## src/hw/lccr_pkg.sv

```systemverilog
// constants, layouts and carrier types of the local config register bank
// assumes one 50 MHz clock shared by the whole bank
package lccr_pkg;
   // internal register addresses
   localparam logic [7:0] ADDR_MEM_CTRL  = 8'h30;
   localparam logic [7:0] ADDR_PWR_CTRL  = 8'h31;
   localparam logic [7:0] ADDR_CHAN_IRQ  = 8'h34;
   localparam logic [7:0] ADDR_CHAN_EN   = 8'h40;
   localparam logic [7:0] ADDR_SHARED_EN = 8'h42;
   localparam logic [7:0] ADDR_CHAN_CFG  = 8'h4C;
   localparam logic [7:0] ADDR_PRESCALE  = 8'h50;
   localparam logic [7:0] ALIAS_MASK     = 8'h20;  // bit 5 ignored 40h-7Fh
   // memory control, shared enable and prescaler field positions
   localparam int MC_FLAG_DLY  = 7;
   localparam int MC_FLAG_TICK = 6;
   localparam int MC_DATA_IN   = 4;
   localparam int MC_SELECT    = 3;
   localparam int MC_CLOCK     = 2;
   localparam int MC_OE        = 1;
   localparam int MC_DOUT      = 0;
   localparam int SH_EN_BIT    = 7;
   localparam int PS_SEL_HI    = 5;
   localparam int PS_SEL_LO    = 2;
   // reset values
   localparam logic [7:0] MEM_CTRL_RST  = 8'h00;
   localparam logic [7:0] PWR_CTRL_RST  = 8'h00;
   localparam logic [7:0] SHARED_EN_RST = 8'h80;
   localparam logic [7:0] PRESCALE_RST  = 8'hF6;
   localparam logic [7:0] CHAN_CFG_RST  = 8'h00;
   localparam logic [7:0] CHAN_EN_RST   = 8'hFF;
   // timing
   localparam int CLK_NS      = 20;
   localparam int PACE_CYCLES = 70;
   localparam int LD_BIT_NS   = 1400;  // loader serial bit time
   localparam int LD_HALF     = (LD_BIT_NS / 2 + CLK_NS - 1) / CLK_NS;
   localparam int LD_BITS     = 64;    // data bits fetched by the loader
   localparam int LD_CMD_BITS = 9;
   localparam logic [8:0] LD_CMD = 9'h180;  // start, read, address 0
   // configuration space dword indices
   localparam logic [5:0] CFG_ID      = 6'h00;
   localparam logic [5:0] CFG_CAP_PTR = 6'h0D;
   localparam logic [5:0] CFG_PM_CAP  = 6'h10;
   localparam logic [5:0] CFG_PM_CSR  = 6'h11;
   localparam logic [7:0] CAP_START   = 8'h40;
   localparam logic [15:0] PM_CAPS    = 16'h0002;  // arbitrary value

   typedef enum logic [1:0] {
      LD_RESET = 2'b00,
      LD_SEND  = 2'b01,
      LD_READ  = 2'b10,
      LD_DONE  = 2'b11
   } lccr_ld_state_t;

   typedef struct packed {
      logic       wr;
      logic       rd;
      logic [7:0] addr;
      logic [7:0] wdata;
   } lccr_bus_req_t;

   typedef struct packed {
      logic cs;
      logic ck;
      logic oe;
      logic dout;
   } lccr_mem_pins_t;
endpackage

```

## src/hw/lccr_regs.sv

```systemverilog
// local configuration and control register bank with config memory loader
// assumes internal bus strobes and pins synchronous to mclk
`timescale 1ns/1ns
`default_nettype none

module lccr_regs #(
   parameter int PACE_CYCLES = lccr_pkg::PACE_CYCLES,
   parameter int LD_HALF     = lccr_pkg::LD_HALF,
   parameter int LD_BITS     = lccr_pkg::LD_BITS
) (
   input  wire  logic                     mclk,
   input  wire  logic                     rstn,
   input  wire  lccr_pkg::lccr_bus_req_t  busReq,
   output logic [7:0]                     busRdData,
   output logic                           busRdValid,
   input  wire  logic                     cfgRd,
   input  wire  logic [5:0]               cfgAddr,
   output logic [31:0]                    cfgRdData,
   output logic                           cfgRdValid,
   input  wire  logic [15:0]              deviceIdSetup,
   input  wire  logic [15:0]              vendorIdSetup,
   input  wire  logic [1:0]               pwrState,
   input  wire  logic [7:0]               chanIrq,
   input  wire  logic [2:0]               chanSel,
   input  wire  logic                     chanReq,
   output logic                           chanGrant,
   input  wire  logic                     sharedReq,
   output logic                           sharedGrant,
   output lccr_pkg::lccr_mem_pins_t       memPins,
   input  wire  logic                     memDataIn,
   output logic [15:0]                    loadWord,
   output logic                           loadValid,
   output logic                           loadBusy,
   output logic                           lineDriverEn,
   output logic                           localClkEn,
   output logic                           oscEn,
   output logic [7:0]                     chanCfg,
   output logic [3:0]                     prescaleDiv
);
   localparam logic [6:0] PACE_LAST = 7'(PACE_CYCLES - 1);
   localparam logic [6:0] HALF_LAST = 7'(LD_HALF - 1);
   localparam logic [6:0] BITS_LAST = 7'(LD_BITS - 1);
   localparam logic [6:0] CMD_LAST  = 7'(lccr_pkg::LD_CMD_BITS - 1);
   localparam logic [3:0] DIV_RST   = 4'(4'h1 << {
      lccr_pkg::PRESCALE_RST[lccr_pkg::PS_SEL_HI],
      lccr_pkg::PRESCALE_RST[lccr_pkg::PS_SEL_LO]});

   lccr_pkg::lccr_ld_state_t ldState_reg, ldState_next;  // loader phase
   logic [6:0]  halfCnt_reg, halfCnt_next;   // half bit timer
   logic [6:0]  bitCnt_reg, bitCnt_next;     // bits in phase
   logic        ldCk_reg, ldCk_next;         // loader serial clock
   logic [15:0] shift_reg, shift_next;       // incoming data
   logic        ldValid_reg, ldValid_next;   // word strobe
   logic [8:0]  cmdSh;                       // command bit shifter
   logic        loading;

   // loader sequencing: send read command, then clock data in
   always_comb begin
      ldState_next = ldState_reg;
      halfCnt_next = halfCnt_reg;
      bitCnt_next  = bitCnt_reg;
      ldCk_next    = ldCk_reg;
      shift_next   = shift_reg;
      ldValid_next = 1'b0;
      case (ldState_reg)
         lccr_pkg::LD_RESET: begin
            // one idle cycle so select rises after reset release
            ldState_next = lccr_pkg::LD_SEND;
         end
         lccr_pkg::LD_SEND, lccr_pkg::LD_READ: begin
            if (halfCnt_reg == HALF_LAST) begin
               halfCnt_next = 7'h00;
               ldCk_next    = ~ldCk_reg;
               if (ldCk_reg) begin
                  // falling edge closes a bit
                  bitCnt_next = bitCnt_reg + 7'h01;
                  if (ldState_reg == lccr_pkg::LD_SEND &&
                      bitCnt_reg == CMD_LAST) begin
                     ldState_next = lccr_pkg::LD_READ;
                     bitCnt_next  = 7'h00;
                  end else if (ldState_reg == lccr_pkg::LD_READ &&
                               bitCnt_reg == BITS_LAST) begin
                     ldState_next = lccr_pkg::LD_DONE;
                  end
               end else if (ldState_reg == lccr_pkg::LD_READ) begin
                  // rising edge samples the memory data
                  shift_next   = {shift_reg[14:0], memDataIn};
                  ldValid_next = (bitCnt_reg[3:0] == 4'hF);
               end
            end else begin
               halfCnt_next = halfCnt_reg + 7'h01;
            end
         end
         lccr_pkg::LD_DONE: begin
            ldCk_next = 1'b0;  // software owns the pins from here
         end
         default: begin
            ldState_next = lccr_pkg::LD_DONE;
         end
      endcase
   end

   always_ff @(posedge mclk or negedge rstn) begin
      if (!rstn) begin
         ldState_reg <= lccr_pkg::LD_RESET;
         halfCnt_reg <= 7'h00;
         bitCnt_reg  <= 7'h00;
         ldCk_reg    <= 1'b0;
         shift_reg   <= 16'h0000;
         ldValid_reg <= 1'b0;
      end else begin
         ldState_reg <= ldState_next;
         halfCnt_reg <= halfCnt_next;
         bitCnt_reg  <= bitCnt_next;
         ldCk_reg    <= ldCk_next;
         shift_reg   <= shift_next;
         ldValid_reg <= ldValid_next;
      end
   end

   assign loading   = (ldState_reg != lccr_pkg::LD_DONE);
   assign loadBusy  = loading;
   assign loadWord  = shift_reg;
   assign loadValid = ldValid_reg;
   assign cmdSh     = lccr_pkg::LD_CMD << bitCnt_reg[3:0];

   // register state
   logic [3:0] memCtrl_reg, memCtrl_next;     // select, clock, oe, dout
   logic       flagTick_reg, flagTick_next;   // pacing tick flag
   logic       flagDly_reg, flagDly_next;     // pacing delayed flag
   logic [6:0] paceCnt_reg, paceCnt_next;     // 70-cycle pacer
   logic [5:0] pwrCtrl_reg, pwrCtrl_next;     // three power fields
   logic [7:0] chanEn_reg, chanEn_next;       // channel access enables
   logic       sharedEn_reg, sharedEn_next;   // shared status access
   logic [7:0] chanCfg_reg, chanCfg_next;
   logic [7:0] prescale_reg, prescale_next;
   logic [7:0] rdData_reg, rdData_next;
   logic       rdValid_reg;
   logic [7:0] addrDec;   // address with alias bit folded
   logic       tick;
   logic       memWr;

   // 40h-7Fh repeats every 32 bytes
   assign addrDec = (busReq.addr[7:6] == 2'b01) ?
                    (busReq.addr & ~lccr_pkg::ALIAS_MASK) : busReq.addr;
   assign tick  = (paceCnt_reg == PACE_LAST);
   assign memWr = busReq.wr && addrDec == lccr_pkg::ADDR_MEM_CTRL;

   // register write and read-mux logic
   always_comb begin
      memCtrl_next  = memCtrl_reg;
      pwrCtrl_next  = pwrCtrl_reg;
      chanEn_next   = chanEn_reg;
      sharedEn_next = sharedEn_reg;
      chanCfg_next  = chanCfg_reg;
      prescale_next = prescale_reg;
      rdData_next   = rdData_reg;
      paceCnt_next  = tick ? 7'h00 : paceCnt_reg + 7'h01;
      // tick sets the tick flag and loads it into the delayed flag, write clears both; tick wins a collision
      flagTick_next = tick ? 1'b1 : (memWr ? 1'b0 : flagTick_reg);
      flagDly_next  = tick ? flagTick_reg : (memWr ? 1'b0 : flagDly_reg);
      if (busReq.wr) begin
         case (addrDec)
            lccr_pkg::ADDR_MEM_CTRL:  memCtrl_next  = busReq.wdata[3:0];
            lccr_pkg::ADDR_PWR_CTRL:  pwrCtrl_next  = busReq.wdata[5:0];
            lccr_pkg::ADDR_CHAN_EN:   chanEn_next   = busReq.wdata;
            lccr_pkg::ADDR_SHARED_EN:
               sharedEn_next = busReq.wdata[lccr_pkg::SH_EN_BIT];
            lccr_pkg::ADDR_CHAN_CFG:  chanCfg_next  = busReq.wdata;
            lccr_pkg::ADDR_PRESCALE:  prescale_next = busReq.wdata;
            default: begin
            end
         endcase
      end
      if (busReq.rd) begin
         case (addrDec)
            lccr_pkg::ADDR_MEM_CTRL:
               rdData_next = {flagDly_reg, flagTick_reg, 1'b0,
                              memDataIn, memCtrl_reg};
            lccr_pkg::ADDR_PWR_CTRL:  rdData_next = {2'b00, pwrCtrl_reg};
            lccr_pkg::ADDR_CHAN_IRQ:  rdData_next = chanIrq;
            lccr_pkg::ADDR_CHAN_EN:   rdData_next = chanEn_reg;
            lccr_pkg::ADDR_SHARED_EN: rdData_next = {sharedEn_reg, 7'h00};
            lccr_pkg::ADDR_CHAN_CFG:  rdData_next = chanCfg_reg;
            lccr_pkg::ADDR_PRESCALE:  rdData_next = prescale_reg;
            default:                  rdData_next = 8'h00;
         endcase
      end
   end

   // memory and power control clear on reset
   // shared enable resets set; prescaler F6h
   always_ff @(posedge mclk or negedge rstn) begin
      if (!rstn) begin
         memCtrl_reg  <= lccr_pkg::MEM_CTRL_RST[3:0];
         flagTick_reg <= lccr_pkg::MEM_CTRL_RST[lccr_pkg::MC_FLAG_TICK];
         flagDly_reg  <= lccr_pkg::MEM_CTRL_RST[lccr_pkg::MC_FLAG_DLY];
         paceCnt_reg  <= 7'h00;
         pwrCtrl_reg  <= lccr_pkg::PWR_CTRL_RST[5:0];
         chanEn_reg   <= lccr_pkg::CHAN_EN_RST;
         sharedEn_reg <= lccr_pkg::SHARED_EN_RST[lccr_pkg::SH_EN_BIT];
         chanCfg_reg  <= lccr_pkg::CHAN_CFG_RST;
         prescale_reg <= lccr_pkg::PRESCALE_RST;
         rdData_reg   <= 8'h00;
         rdValid_reg  <= 1'b0;
      end else begin
         memCtrl_reg  <= memCtrl_next;
         flagTick_reg <= flagTick_next;
         flagDly_reg  <= flagDly_next;
         paceCnt_reg  <= paceCnt_next;
         pwrCtrl_reg  <= pwrCtrl_next;
         chanEn_reg   <= chanEn_next;
         sharedEn_reg <= sharedEn_next;
         chanCfg_reg  <= chanCfg_next;
         prescale_reg <= prescale_next;
         rdData_reg   <= rdData_next;
         rdValid_reg  <= busReq.rd;
      end
   end

   assign busRdData  = rdData_reg;
   assign busRdValid = rdValid_reg;
   assign chanCfg    = chanCfg_reg;  // bit 5 set by software

   // then select and clock follow bits 3 and 2
   // data pin driven by the loader while sending, then only while bit 1 is set
   always_comb begin
      if (loading) begin
         memPins.cs   = (ldState_reg != lccr_pkg::LD_RESET);
         memPins.ck   = ldCk_reg;
         memPins.oe   = (ldState_reg == lccr_pkg::LD_SEND);
         memPins.dout = cmdSh[8];
      end else begin
         memPins.cs   = memCtrl_reg[lccr_pkg::MC_SELECT];
         memPins.ck   = memCtrl_reg[lccr_pkg::MC_CLOCK];
         memPins.oe   = memCtrl_reg[lccr_pkg::MC_OE];
         memPins.dout = memCtrl_reg[lccr_pkg::MC_DOUT];
      end
   end

   // channel gate, grant only for a selected channel whose enable bit is set
   assign chanGrant   = chanReq && chanEn_reg[chanSel];
   // shared status reachable only when enabled
   assign sharedGrant = sharedReq && sharedEn_reg;

   // code n disables from state Dn upward, code 0 never disables
   function automatic logic isOff(input logic [1:0] fld,
                                  input logic [1:0] st);
      isOff = (fld != 2'b00) && (st >= fld);
   endfunction

   logic       drvEn_reg, lclkEn_reg, oscEn_reg;
   logic [3:0] div_reg;
   logic [3:0] div_next;

   // only bits 5 and 2 choose the factor
   assign div_next = 4'(4'h1 << {prescale_reg[lccr_pkg::PS_SEL_HI],
                                  prescale_reg[lccr_pkg::PS_SEL_LO]});

   // registered enables keep outputs glitch free
   always_ff @(posedge mclk or negedge rstn) begin
      if (!rstn) begin
         drvEn_reg  <= 1'b1;
         lclkEn_reg <= 1'b1;
         oscEn_reg  <= 1'b1;
         div_reg    <= DIV_RST;
      end else begin
         drvEn_reg  <= !isOff(pwrCtrl_reg[5:4], pwrState);
         lclkEn_reg <= !isOff(pwrCtrl_reg[3:2], pwrState);
         oscEn_reg  <= !isOff(pwrCtrl_reg[1:0], pwrState);
         div_reg    <= div_next;
      end
   end

   assign lineDriverEn = drvEn_reg;
   assign localClkEn   = lclkEn_reg;
   assign oscEn        = oscEn_reg;
   assign prescaleDiv  = div_reg;

   logic [31:0] cfgData_reg, cfgData_next;
   logic        cfgValid_reg;

   // configuration header read port
   always_comb begin
      case (cfgAddr)
         lccr_pkg::CFG_ID:      cfgData_next = {deviceIdSetup, vendorIdSetup};
         // capability list points at power block
         lccr_pkg::CFG_CAP_PTR: cfgData_next = {24'h000000,
                                               lccr_pkg::CAP_START};
         lccr_pkg::CFG_PM_CAP:  cfgData_next = {lccr_pkg::PM_CAPS, 16'h0000};
         lccr_pkg::CFG_PM_CSR:  cfgData_next = {30'h00000000, pwrState};
         default:               cfgData_next = 32'h00000000;
      endcase
   end

   always_ff @(posedge mclk or negedge rstn) begin
      if (!rstn) begin
         cfgData_reg  <= 32'h00000000;
         cfgValid_reg <= 1'b0;
      end else begin
         cfgData_reg  <= cfgRd ? cfgData_next : cfgData_reg;
         cfgValid_reg <= cfgRd;
      end
   end

   assign cfgRdData  = cfgData_reg;
   assign cfgRdValid = cfgValid_reg;
endmodule

`default_nettype wire

```

## config.mk

```make
export PLATFORM = sky130hd
export DESIGN_NAME = lccr_regs
export DESIGN_NICKNAME = d
export VERILOG_FILES = /design/src/hw/lccr_pkg.sv /design/src/hw/lccr_regs.sv
export SDC_FILE = /design/constraint.sdc
export NUM_CORES = 1
export LEC_CHECK = 0
export BUFFER_PORTS_ARGS = -buffer_cell sky130_fd_sc_hd__buf_2
export CAP_MARGIN = 30
export CORE_AREA = 2 2 107 130
export CTS_CLUSTER_SIZE = 12
export DETAILED_ROUTE_END_ITERATION = 8
export DIE_AREA = 0 0 109 132
export PLACE_DENSITY = 0.72
export RECOVER_POWER = 100
export SETUP_SLACK_MARGIN = 0.05
export SLEW_MARGIN = 20
export SYNTH_ARGS = -nofsm -noshare
export SYNTH_HDL_FRONTEND = slang
export SYNTH_SLANG_ARGS = --single-unit
```

## constraint.sdc

```tcl
create_clock -name mclk -period 1.6 [get_ports mclk]
set_clock_uncertainty 0.05 [all_clocks]
set_input_delay 0.08 -clock mclk [delete_from_list [all_inputs] [get_ports mclk]]
set_output_delay 0.08 -clock mclk [all_outputs]
set_load 0.05 [all_outputs]
```

# Word level (Yosys, flattened, before mapping)
# Cells that the tools add are included.
dict set report classes {
  n_mux 23
  n_reduce_logical 31
  shift 2
  bitwise_logic 1
  n_addsub 3
  magnitude_cmp 4
  eq_ne 23
}
# cell n
set ops {}
lappend ops {{32-bit one-hot mux with 4 select lines} 1}
lappend ops {{8-bit one-hot mux with 7 select lines} 1}
lappend ops {{8-bit by 7-bit equality test with 1-bit output, second input constant} 4}
lappend ops {{8-bit by 6-bit equality test with 1-bit output, second input constant} 3}
lappend ops {{7-bit by 1-bit adder with 7-bit output, second input constant} 3}
lappend ops {{7-bit 2-to-1 mux} 3}
lappend ops {{7-bit by 6-bit equality test with 1-bit output, second input constant} 2}
lappend ops {{2-bit AND reduction} 7}
lappend ops {{2-bit nonzero test} 7}
lappend ops {{6-bit by 5-bit equality test with 1-bit output, second input constant} 2}
lappend ops {{1-bit 2-to-1 mux} 9}
lappend ops {{9-bit by 4-bit << shifter with 9-bit output, first input constant} 1}
lappend ops {{1-bit logical AND} 8}
lappend ops {{2-bit 2-to-1 mux} 4}
lappend ops {{4-bit AND reduction} 2}
lappend ops {{7-bit by 4-bit equality test with 1-bit output, second input constant} 1}
lappend ops {{7-bit equality test, second input constant} 1}
lappend ops {{6-bit by 4-bit equality test with 1-bit output, second input constant} 1}
lappend ops {{2-bit greater-or-equal comparator} 3}
lappend ops {{6-bit logical NOT} 1}
lappend ops {{6-bit 2-to-1 mux} 1}
lappend ops {{2-bit inequality test, second input constant} 3}
lappend ops {{2-bit by 1-bit equality test with 1-bit output, second input constant} 2}
lappend ops {{2-bit equality test, second input constant} 2}
lappend ops {{other kinds (13)} 15}
dict set report word_totals {
  out_inout_bits 81
  reg_bits 127
  inputBits 75
  word_cells 110
}

# Depth between registers and ports, before layout
# Gate-level depths: netlist of the first run.
dict set report logic_depth {
  ltp_word 7
  ltp_mapped 9
}

# Least setup slack after synthesis of the first run
# Ideal clock, no wire load.
dict set report synth_timing {
  kind {register to output}
  from {reg ldState_reg[0]}
  to {out memPins[0] (netlist bit)}
  required_ns 1.470
  slack_ns -0.889
  arrival_time_ns 2.359
  stages_incl_launch_ff 3
  cell_sequence {dfrtp_1 ha_1 o41ai_1}
}
# item line
set synth_lines {}
lappend synth_lines {{start: declaration} lccr_regs.sv:48} ;# lccr_pkg::lccr_ld_state_t ldState_reg, ldState_next;
lappend synth_lines {{start signal: assignment} lccr_regs.sv:105} ;# ldState_reg <= lccr_pkg::LD_RESET;
lappend synth_lines {{start signal: assignment} lccr_regs.sv:112} ;# ldState_reg <= ldState_next;
lappend synth_lines {{end: declaration} lccr_regs.sv:29} ;# output lccr_pkg::lccr_mem_pins_t memPins,

# Worst setup path after layout of the first run
dict set report layout_timing {
  from {reg chanEn_reg[7]}
  to {out chanGrant}
}
dict set report layout_between {
  elab_chain_cells 3
}
# item line
set layout_lines {}
lappend layout_lines {{start: declaration} lccr_regs.sv:133} ;# logic [7:0] chanEn_reg, chanEn_next;
lappend layout_lines {{start signal: assignment} lccr_regs.sv:200} ;# chanEn_reg <= lccr_pkg::CHAN_EN_RST;
lappend layout_lines {{start signal: assignment} lccr_regs.sv:212} ;# chanEn_reg <= chanEn_next;
lappend layout_lines {{1-bit binary-select mux with 3-bit select} lccr_regs.sv:242} ;# assign chanGrant = chanReq && chanEn_reg[chanSel];
lappend layout_lines {{1-bit 2-to-1 mux (not written as such)} lccr_regs.sv:242}
lappend layout_lines {{1-bit logical AND} lccr_regs.sv:242}
lappend layout_lines {{end: declaration} lccr_regs.sv:26} ;# output logic chanGrant,
# Every way passes these cells. The select of a mux whose other input is x is not followed.

==> results of run 1 <==
synthesized netlist by cell type (6+ instances only):
master | n | area share
sky130_fd_sc_hd__nor2_1 | 21 | 0.014
sky130_fd_sc_hd__dfrtp_1 | 108 | 0.47
sky130_fd_sc_hd__a21oi_1 | 7 | 0.0060
sky130_fd_sc_hd__ha_1 | 17 | 0.037
sky130_fd_sc_hd__xnor2_1 | 10 | 0.015
sky130_fd_sc_hd__a22oi_1 | 20 | 0.026
sky130_fd_sc_hd__inv_1 | 53 | 0.034
sky130_fd_sc_hd__mux2_2 | 53 | 0.10
sky130_fd_sc_hd__o21ai_0 | 32 | 0.028
sky130_fd_sc_hd__o22ai_1 | 13 | 0.014
sky130_fd_sc_hd__dfstp_2 | 19 | 0.086
sky130_fd_sc_hd__and2_1 | 6 | 0.0065
sky130_fd_sc_hd__nand3_1 | 7 | 0.0060
sky130_fd_sc_hd__nand2_1 | 50 | 0.032
sky130_fd_sc_hd__and3_1 | 11 | 0.012
worst paths after layout:
kind	end	startpoint	slack, ps	cells past startpoint
max	chanGrant	chanEn_reg[7]	-210	4
min	sharedEn_reg	busReq[17]	6	3
max reg2reg	bitCnt_reg[2]	halfCnt_reg[6]	-130	5
min reg2reg	paceCnt_reg[0]	paceCnt_reg[0]	440	1
max in group asynchronous	cfgRdData[1]	rstn	220	3
min in group asynchronous	pwrCtrl_reg[4]	rstn	510	3
area by class of cell:
class | count | area (um^2)
clock buffer | 18 | 439
multi-input combinational | 307 | 2530
sequential | 127 | 3200
fill | 1036 | 4690
tap | 168 | 210
timing repair buffer | 261 | 1660
clock inverter | 14 | 133
inverter | 53 | 206
kinds of logic (layout without fill, tap and decap cells):
logic type,after synthesis,in the layout,share of synthesized area
buf+inv,70,346,0.0529
compound gates,88,88,0.0989
xor+xnor,11,11,0.0166
fa+ha+maj,17,17,0.0367
simple gates,130,131,0.121
mux,60,60,0.122
flops,127,127,0.552
critical path: cells and delay by family, from the launching register on:
| family | cells | cell delay, ps |
|---|---|---|
| buffers and inverters | 1 | 150 |
| flip-flops | 1 | 380 |
| multiplexers | 2 | 670 |
| AND/OR/NAND/NOR | 1 | 70 |
through the flow:
stage	hold WS (ps)	area, um^2	cells	setup WS (ps)
2_1_floorplan	-266	5850	503	-151
3_3_place_gp	-151	7100	852	-126
3_5_place_dp	-157	7100	852	-218
4_1_cts	26.6	8450	944	-204
5_1_grt	9.45	8380	948	-250
6_report	5.60	8380	948	-206
layer usage:
layer | GRT usage | vias to the layer above | wire length [um]
met1 | 0.242 | 2451 | 5970
met5 | 0 | - | 0
met4 | 0.0862 | 0 | 438
met3 | 0.0460 | 35 | 613
met2 | 0.419 | 141 | 8910
li1 | - | 2285 | -
power breakdown:
part	switching, uW	internal, uW	leakage, uW	total [uW]
Combinational	388	259	0.00194	647
Sequential	72.0	3330	0.00164	3400
Clock	1510	2210	0.000280	3710
Total	1970	5800	0.00386	7760
repair_timing:
item	in CTS	in global routing
buffers inserted	13	4
pin swaps	23	13
gates resized for setup	50	23
setup endpoints to repair	37	38
cloned	1	0
endpoints found under the hold margin	191	0
hold buffers	46	0
==> impl_metrics.toml, run 1 <==
[run]
maxCapViolations = 0

[cts]
cts_max_level = 4
clkSlewWorstSetupHoldPaths_ps = 60
clock_tree_from_tritoncts = "built"
clkLatencyLatePin_ps = 410
max-clock-path-buffers = 2
sinks_on_the_clock_net = 127
ctsRootBufferMaster = "sky130_fd_sc_hd__clkbuf_16"
cts-buffers-inserted = 17

[floorplanning]
die_area_um2 = 14400
horizontal_die_dimension_um = 109
floorplan.core_area_um2 = 13100
start_util = 0.444
io-pin-count = 156
die_h_um = 132
fp-row-count = 46

[global_route]
grt_pass1_vias = 5267
wire_length_of_the_first_global_routing_pass_mm = 25.4
overflow = 0
grtUsageTotal = 0.225
grt_max_degree = 77
antenna_violations_before_repair = 0

[final_layout]
max_ffs_per_register = 32
most_frequent_cells_in_the_layout = "sky130_fd_sc_hd__dfrtp_1 (107), sky130_fd_sc_hd__clkbuf_1 (78), sky130_fd_sc_hd__buf_2 (68), sky130_fd_sc_hd__nand2_1 (51)"
antenna_cells_inserted = 0
layout_commonest_cell = "sky130_fd_sc_hd__dfrtp_1"
synthToLayoutAreaGrowth_pct = 44.5
fin_nets = 859
post-route-util = 0.641
final_layout_size_suffix_gt1_frac = 0.368

[synth]
yosys.cell_types.count = 51
proportion_of_synthesized_chip_area_in_sequential_cells = 0.552
edff_count_synth = 0
synth_ff_type = "sky130_fd_sc_hd__dfrtp_1"
synthArstFlopShare = 1.00
syn_nets = 595
post_synth_instance_area_um2 = 5800
seq_cells_post_synth = 127
syn-mean-instance-area_um2 = 11.5
synth_warnings = 0
syn_inst = 503

[worst_hold_path]
hold_class = "in -> reg"

[detailed_routing]
num_vias = 4912
postRouteWirelength_mm = 15.9
routed_via_density = 5.18
drt-wirelength-per-cell_um = 16.8
drtPass1Iterations = 4
drtIter0Drc = 225
antenna_violating_nets_post_route = 0
post-route-drc-count = 0

[outcome]
violations = "setup timing"
outcome = "finished with violations"

[setup_path]
critPathKind = "reg -> out"
worstPathRequired_ps = 1470
setup.worst_path.end_class = "output pin"
setup_crit_start_kind = "flip-flop"
cell_at_the_slowest_stage_of_the_critical_path = "sky130_fd_sc_hd__mux4_2"
crit_path_max_fanout = 3
timing.critical_path.arrival_ps = 1680
worstPathCellList = "mux4_2, mux2i_1, nor2b_2, buf_6"
max_stage_delay_ps = 460

[placed_design]
place.gp.congestion = 0.838
io_buffer_count = 155
hpwl_mm = 10.8

[timing]
grt_setup_unrepaired = "true"
relSlewSlack = 0.210
max_freq_ghz = 0.554
tightest_slew_ps = 1180
finalSetupViolations = 33
worst_slack_ps = -206
timing_hold_violations_final = 0
maxSlewViolCount = 0
finalWorstPathRequiredPeriod_ps = 1810
final_clock_period_utilization_by_the_worst_path = 1.13
totalNegativeSetupSlack_ps = -1990

[pwr]
post-layout-total-power_uw = 7760
power.ir.vdd_worst_v = 0.000569
powerDensity_nw_per_um2 = 927
cellLeakagePower_uw = 0.00386
No activity file was read; power rests on OpenSTA's default activity.
==> inputs of run 2 (changes only) <==
PLACE_DENSITY = default   (was 0.72)
PLACE_DENSITY_LB_ADDON = 0.25   (was default)
==> run 2 against run 1 <==
The flow still finishes with violations (setup timing). Sequential share of layout area increased by 0.10 points. Count of clock-buffer cells in the layout increased by 1. Critical path depth unchanged. Flip-flop and latch count unchanged. Non-clock buffer count decreased by 2. Hold slack got worse by 3.2 ps. Global-route usage decreased by 0.63 points. Sequential power about the same. First-iteration DRC count decreased by 20%. Power decreased by 1.4%. Via count decreased by 1.8%. Register-to-register slack about the same. Critical endpoint unchanged. Largest power group unchanged. Highest routed layer unchanged.
==> impl_metrics.toml, run 2 (synthesized netlist as in run 1, its figures left out) <==
[global_route]
grt_max_degree = 56
wire_length_of_the_first_global_routing_pass_mm = 24.5
overflow = 0
grt_pass1_vias = 5118
antenna_violations_before_repair = 0
grtUsageTotal = 0.218

[cts]
cts_max_level = 4
cts-buffers-inserted = 17
clkSlewWorstSetupHoldPaths_ps = 60
clock_tree_from_tritoncts = "built"
max-clock-path-buffers = 2
clkLatencyLatePin_ps = 410
ctsRootBufferMaster = "sky130_fd_sc_hd__clkbuf_16"
sinks_on_the_clock_net = 127

[timing]
holdWs_ps = 2.38
timing_hold_violations_final = 0
worst_slack_ps = -221
finalWorstPathRequiredPeriod_ps = 1820
tightest_slew_ps = 732
finalSetupViolations = 31
totalNegativeSetupSlack_ps = -1880
max_freq_ghz = 0.549
relSlewSlack = 0.512
final_clock_period_utilization_by_the_worst_path = 1.14
maxSlewViolCount = 0
grt_setup_unrepaired = "true"

[setup_path]
critPathKind = "reg -> out"
reg2reg_slack_ps = -120
setup_crit_start_kind = "flip-flop"
crit_path_max_fanout = 3
timing.critical_path.arrival_ps = 1690
setup.worst_path.end_class = "output pin"
regToRegEndpoint = "bitCnt_reg[6]"
worstPathRequired_ps = 1470
worst_r2r_startpoint = "ldState_reg[1]"
ff2ff_path_depth = 7

[placed_design]
hpwl_mm = 10.4
io_buffer_count = 155
place.gp.congestion = 0.832
numPlacedInstances = 852
place_ws_ps = -185

[worst_hold_path]
timing.hold.worst.start = "busReq[17]"
hold_class = "in -> reg"
timing.hold.worst_path_depth = 3
worstHoldEndpoint = "sharedEn_reg"

[final_layout]
post-route-util = 0.640
layout.cells.non_filler = 946
most_frequent_cells_in_the_layout = "sky130_fd_sc_hd__dfrtp_1 (106), sky130_fd_sc_hd__clkbuf_1 (82), sky130_fd_sc_hd__buf_2 (69), sky130_fd_sc_hd__nand2_1 (51), sky130_fd_sc_hd__mux2_2 (50)"
antenna_cells_inserted = 0
fin_nets = 857
layout_commonest_cell = "sky130_fd_sc_hd__dfrtp_1"
max_ffs_per_register = 32
nFillCells = 1050
final_layout_size_suffix_gt1_frac = 0.360
synthToLayoutAreaGrowth_pct = 44.2

[detailed_routing]
antenna_violating_nets_post_route = 0
drtIter0Drc = 179
postRouteWirelength_mm = 15.2
num_vias = 4824
routed_via_density = 5.10
drtPass1Iterations = 4
post-route-drc-count = 0
drt-wirelength-per-cell_um = 16.1

[floorplanning]
die_area_um2 = 14400
die_h_um = 132
fp-row-count = 46
io-pin-count = 156
floorplan.core_area_um2 = 13100
start_util = 0.444
horizontal_die_dimension_um = 109

[pwr]
power.ir.vdd_worst_v = 0.000737
cellLeakagePower_uw = 0.00383
powerDensity_nw_per_um2 = 916

[outcome]
violations = "setup timing"
outcome = "finished with violations"

[run]
maxCapViolations = 0
## run 2: changes by cell type in the layout (fill, tap and decap cells not counted), moves of 2 or more
cell and delta:
sky130_fd_sc_hd__clkinvlp_4 +4, sky130_fd_sc_hd__o31ai_4 +2, sky130_fd_sc_hd__inv_4 +2, sky130_fd_sc_hd__nor2_2 -2, sky130_fd_sc_hd__buf_4 -7, sky130_fd_sc_hd__nor2_1 +2, sky130_fd_sc_hd__inv_6 -4, sky130_fd_sc_hd__inv_2 -2
sky130_fd_sc_hd__clkbuf_1 +4, sky130_fd_sc_hd__buf_6 +3
## run 2: worst max path at each step
| stage | endpoint | startpoint | slack [ps] |
|---|---|---|---|
| global route | chanGrant | chanEn_reg[7] | -250 |
| finish | chanGrant | chanEn_reg[0] | -220 |
| floorplan | bitCnt_reg[2] | halfCnt_reg[0] | -150 |
| global placement | memCtrl_reg[2] | busReq[14] | -90 |
| CTS | chanGrant | chanEn_reg[7] | -220 |
| detailed placement | bitCnt_reg[1] | ldState_reg[1] | -180 |
## run 2: critical path, stage by stage (launching register included)
cell and delay [ps]:
sky130_fd_sc_hd__dfstp_2 380, sky130_fd_sc_hd__mux4_2 480, sky130_fd_sc_hd__mux2i_2 200, sky130_fd_sc_hd__nor2b_2 70, sky130_fd_sc_hd__buf_6 150
## run 2: where the power goes
part	switching, uW	internal (uW)	leakage (uW)
Combinational	392	265	0.00193
Sequential	68.7	3330	0.00164
Clock	1420	2170	0.000257
## run 2: layout make-up
class,count,area (um^2),share of cell area
Clock buffer,19,443,0.0530
Clock inverter,13,116,0.0139
Inverter,53,211,0.0253
Multi-Input combinational cell,307,2520,0.302
Sequential cell,127,3200,0.383
Tap cell,168,210,0.0251
Timing Repair Buffer,259,1650,0.197
## run 2: through the flow
step,power (uW),area [um^2]
global placement,4020,7090
CTS,7750,8370
floorplan,3740,5850
global route,7910,8360
detailed placement,4040,7090
finish,7660,8360
## run 2: repair_timing
action / 4_1_cts / 5_1_grt
hold endpoints to repair: 204 / 0
gates cloned: 1 / 0
pin swaps: 16 / 18
hold buffers: 45 / 0
setup endpoints to repair: 35 / 38
setup buffers: 10 / 7
gates resized for setup: 47 / 28
## run 2: per-layer routing
metal | track usage | share of wire | wire (um)
met2 | 0.388 | 0.53 | 8030
met1 | 0.248 | 0.40 | 6020
met5 | 0 | 0 | 0
met4 | 0.0869 | 0.030 | 452
met3 | 0.0504 | 0.047 | 713
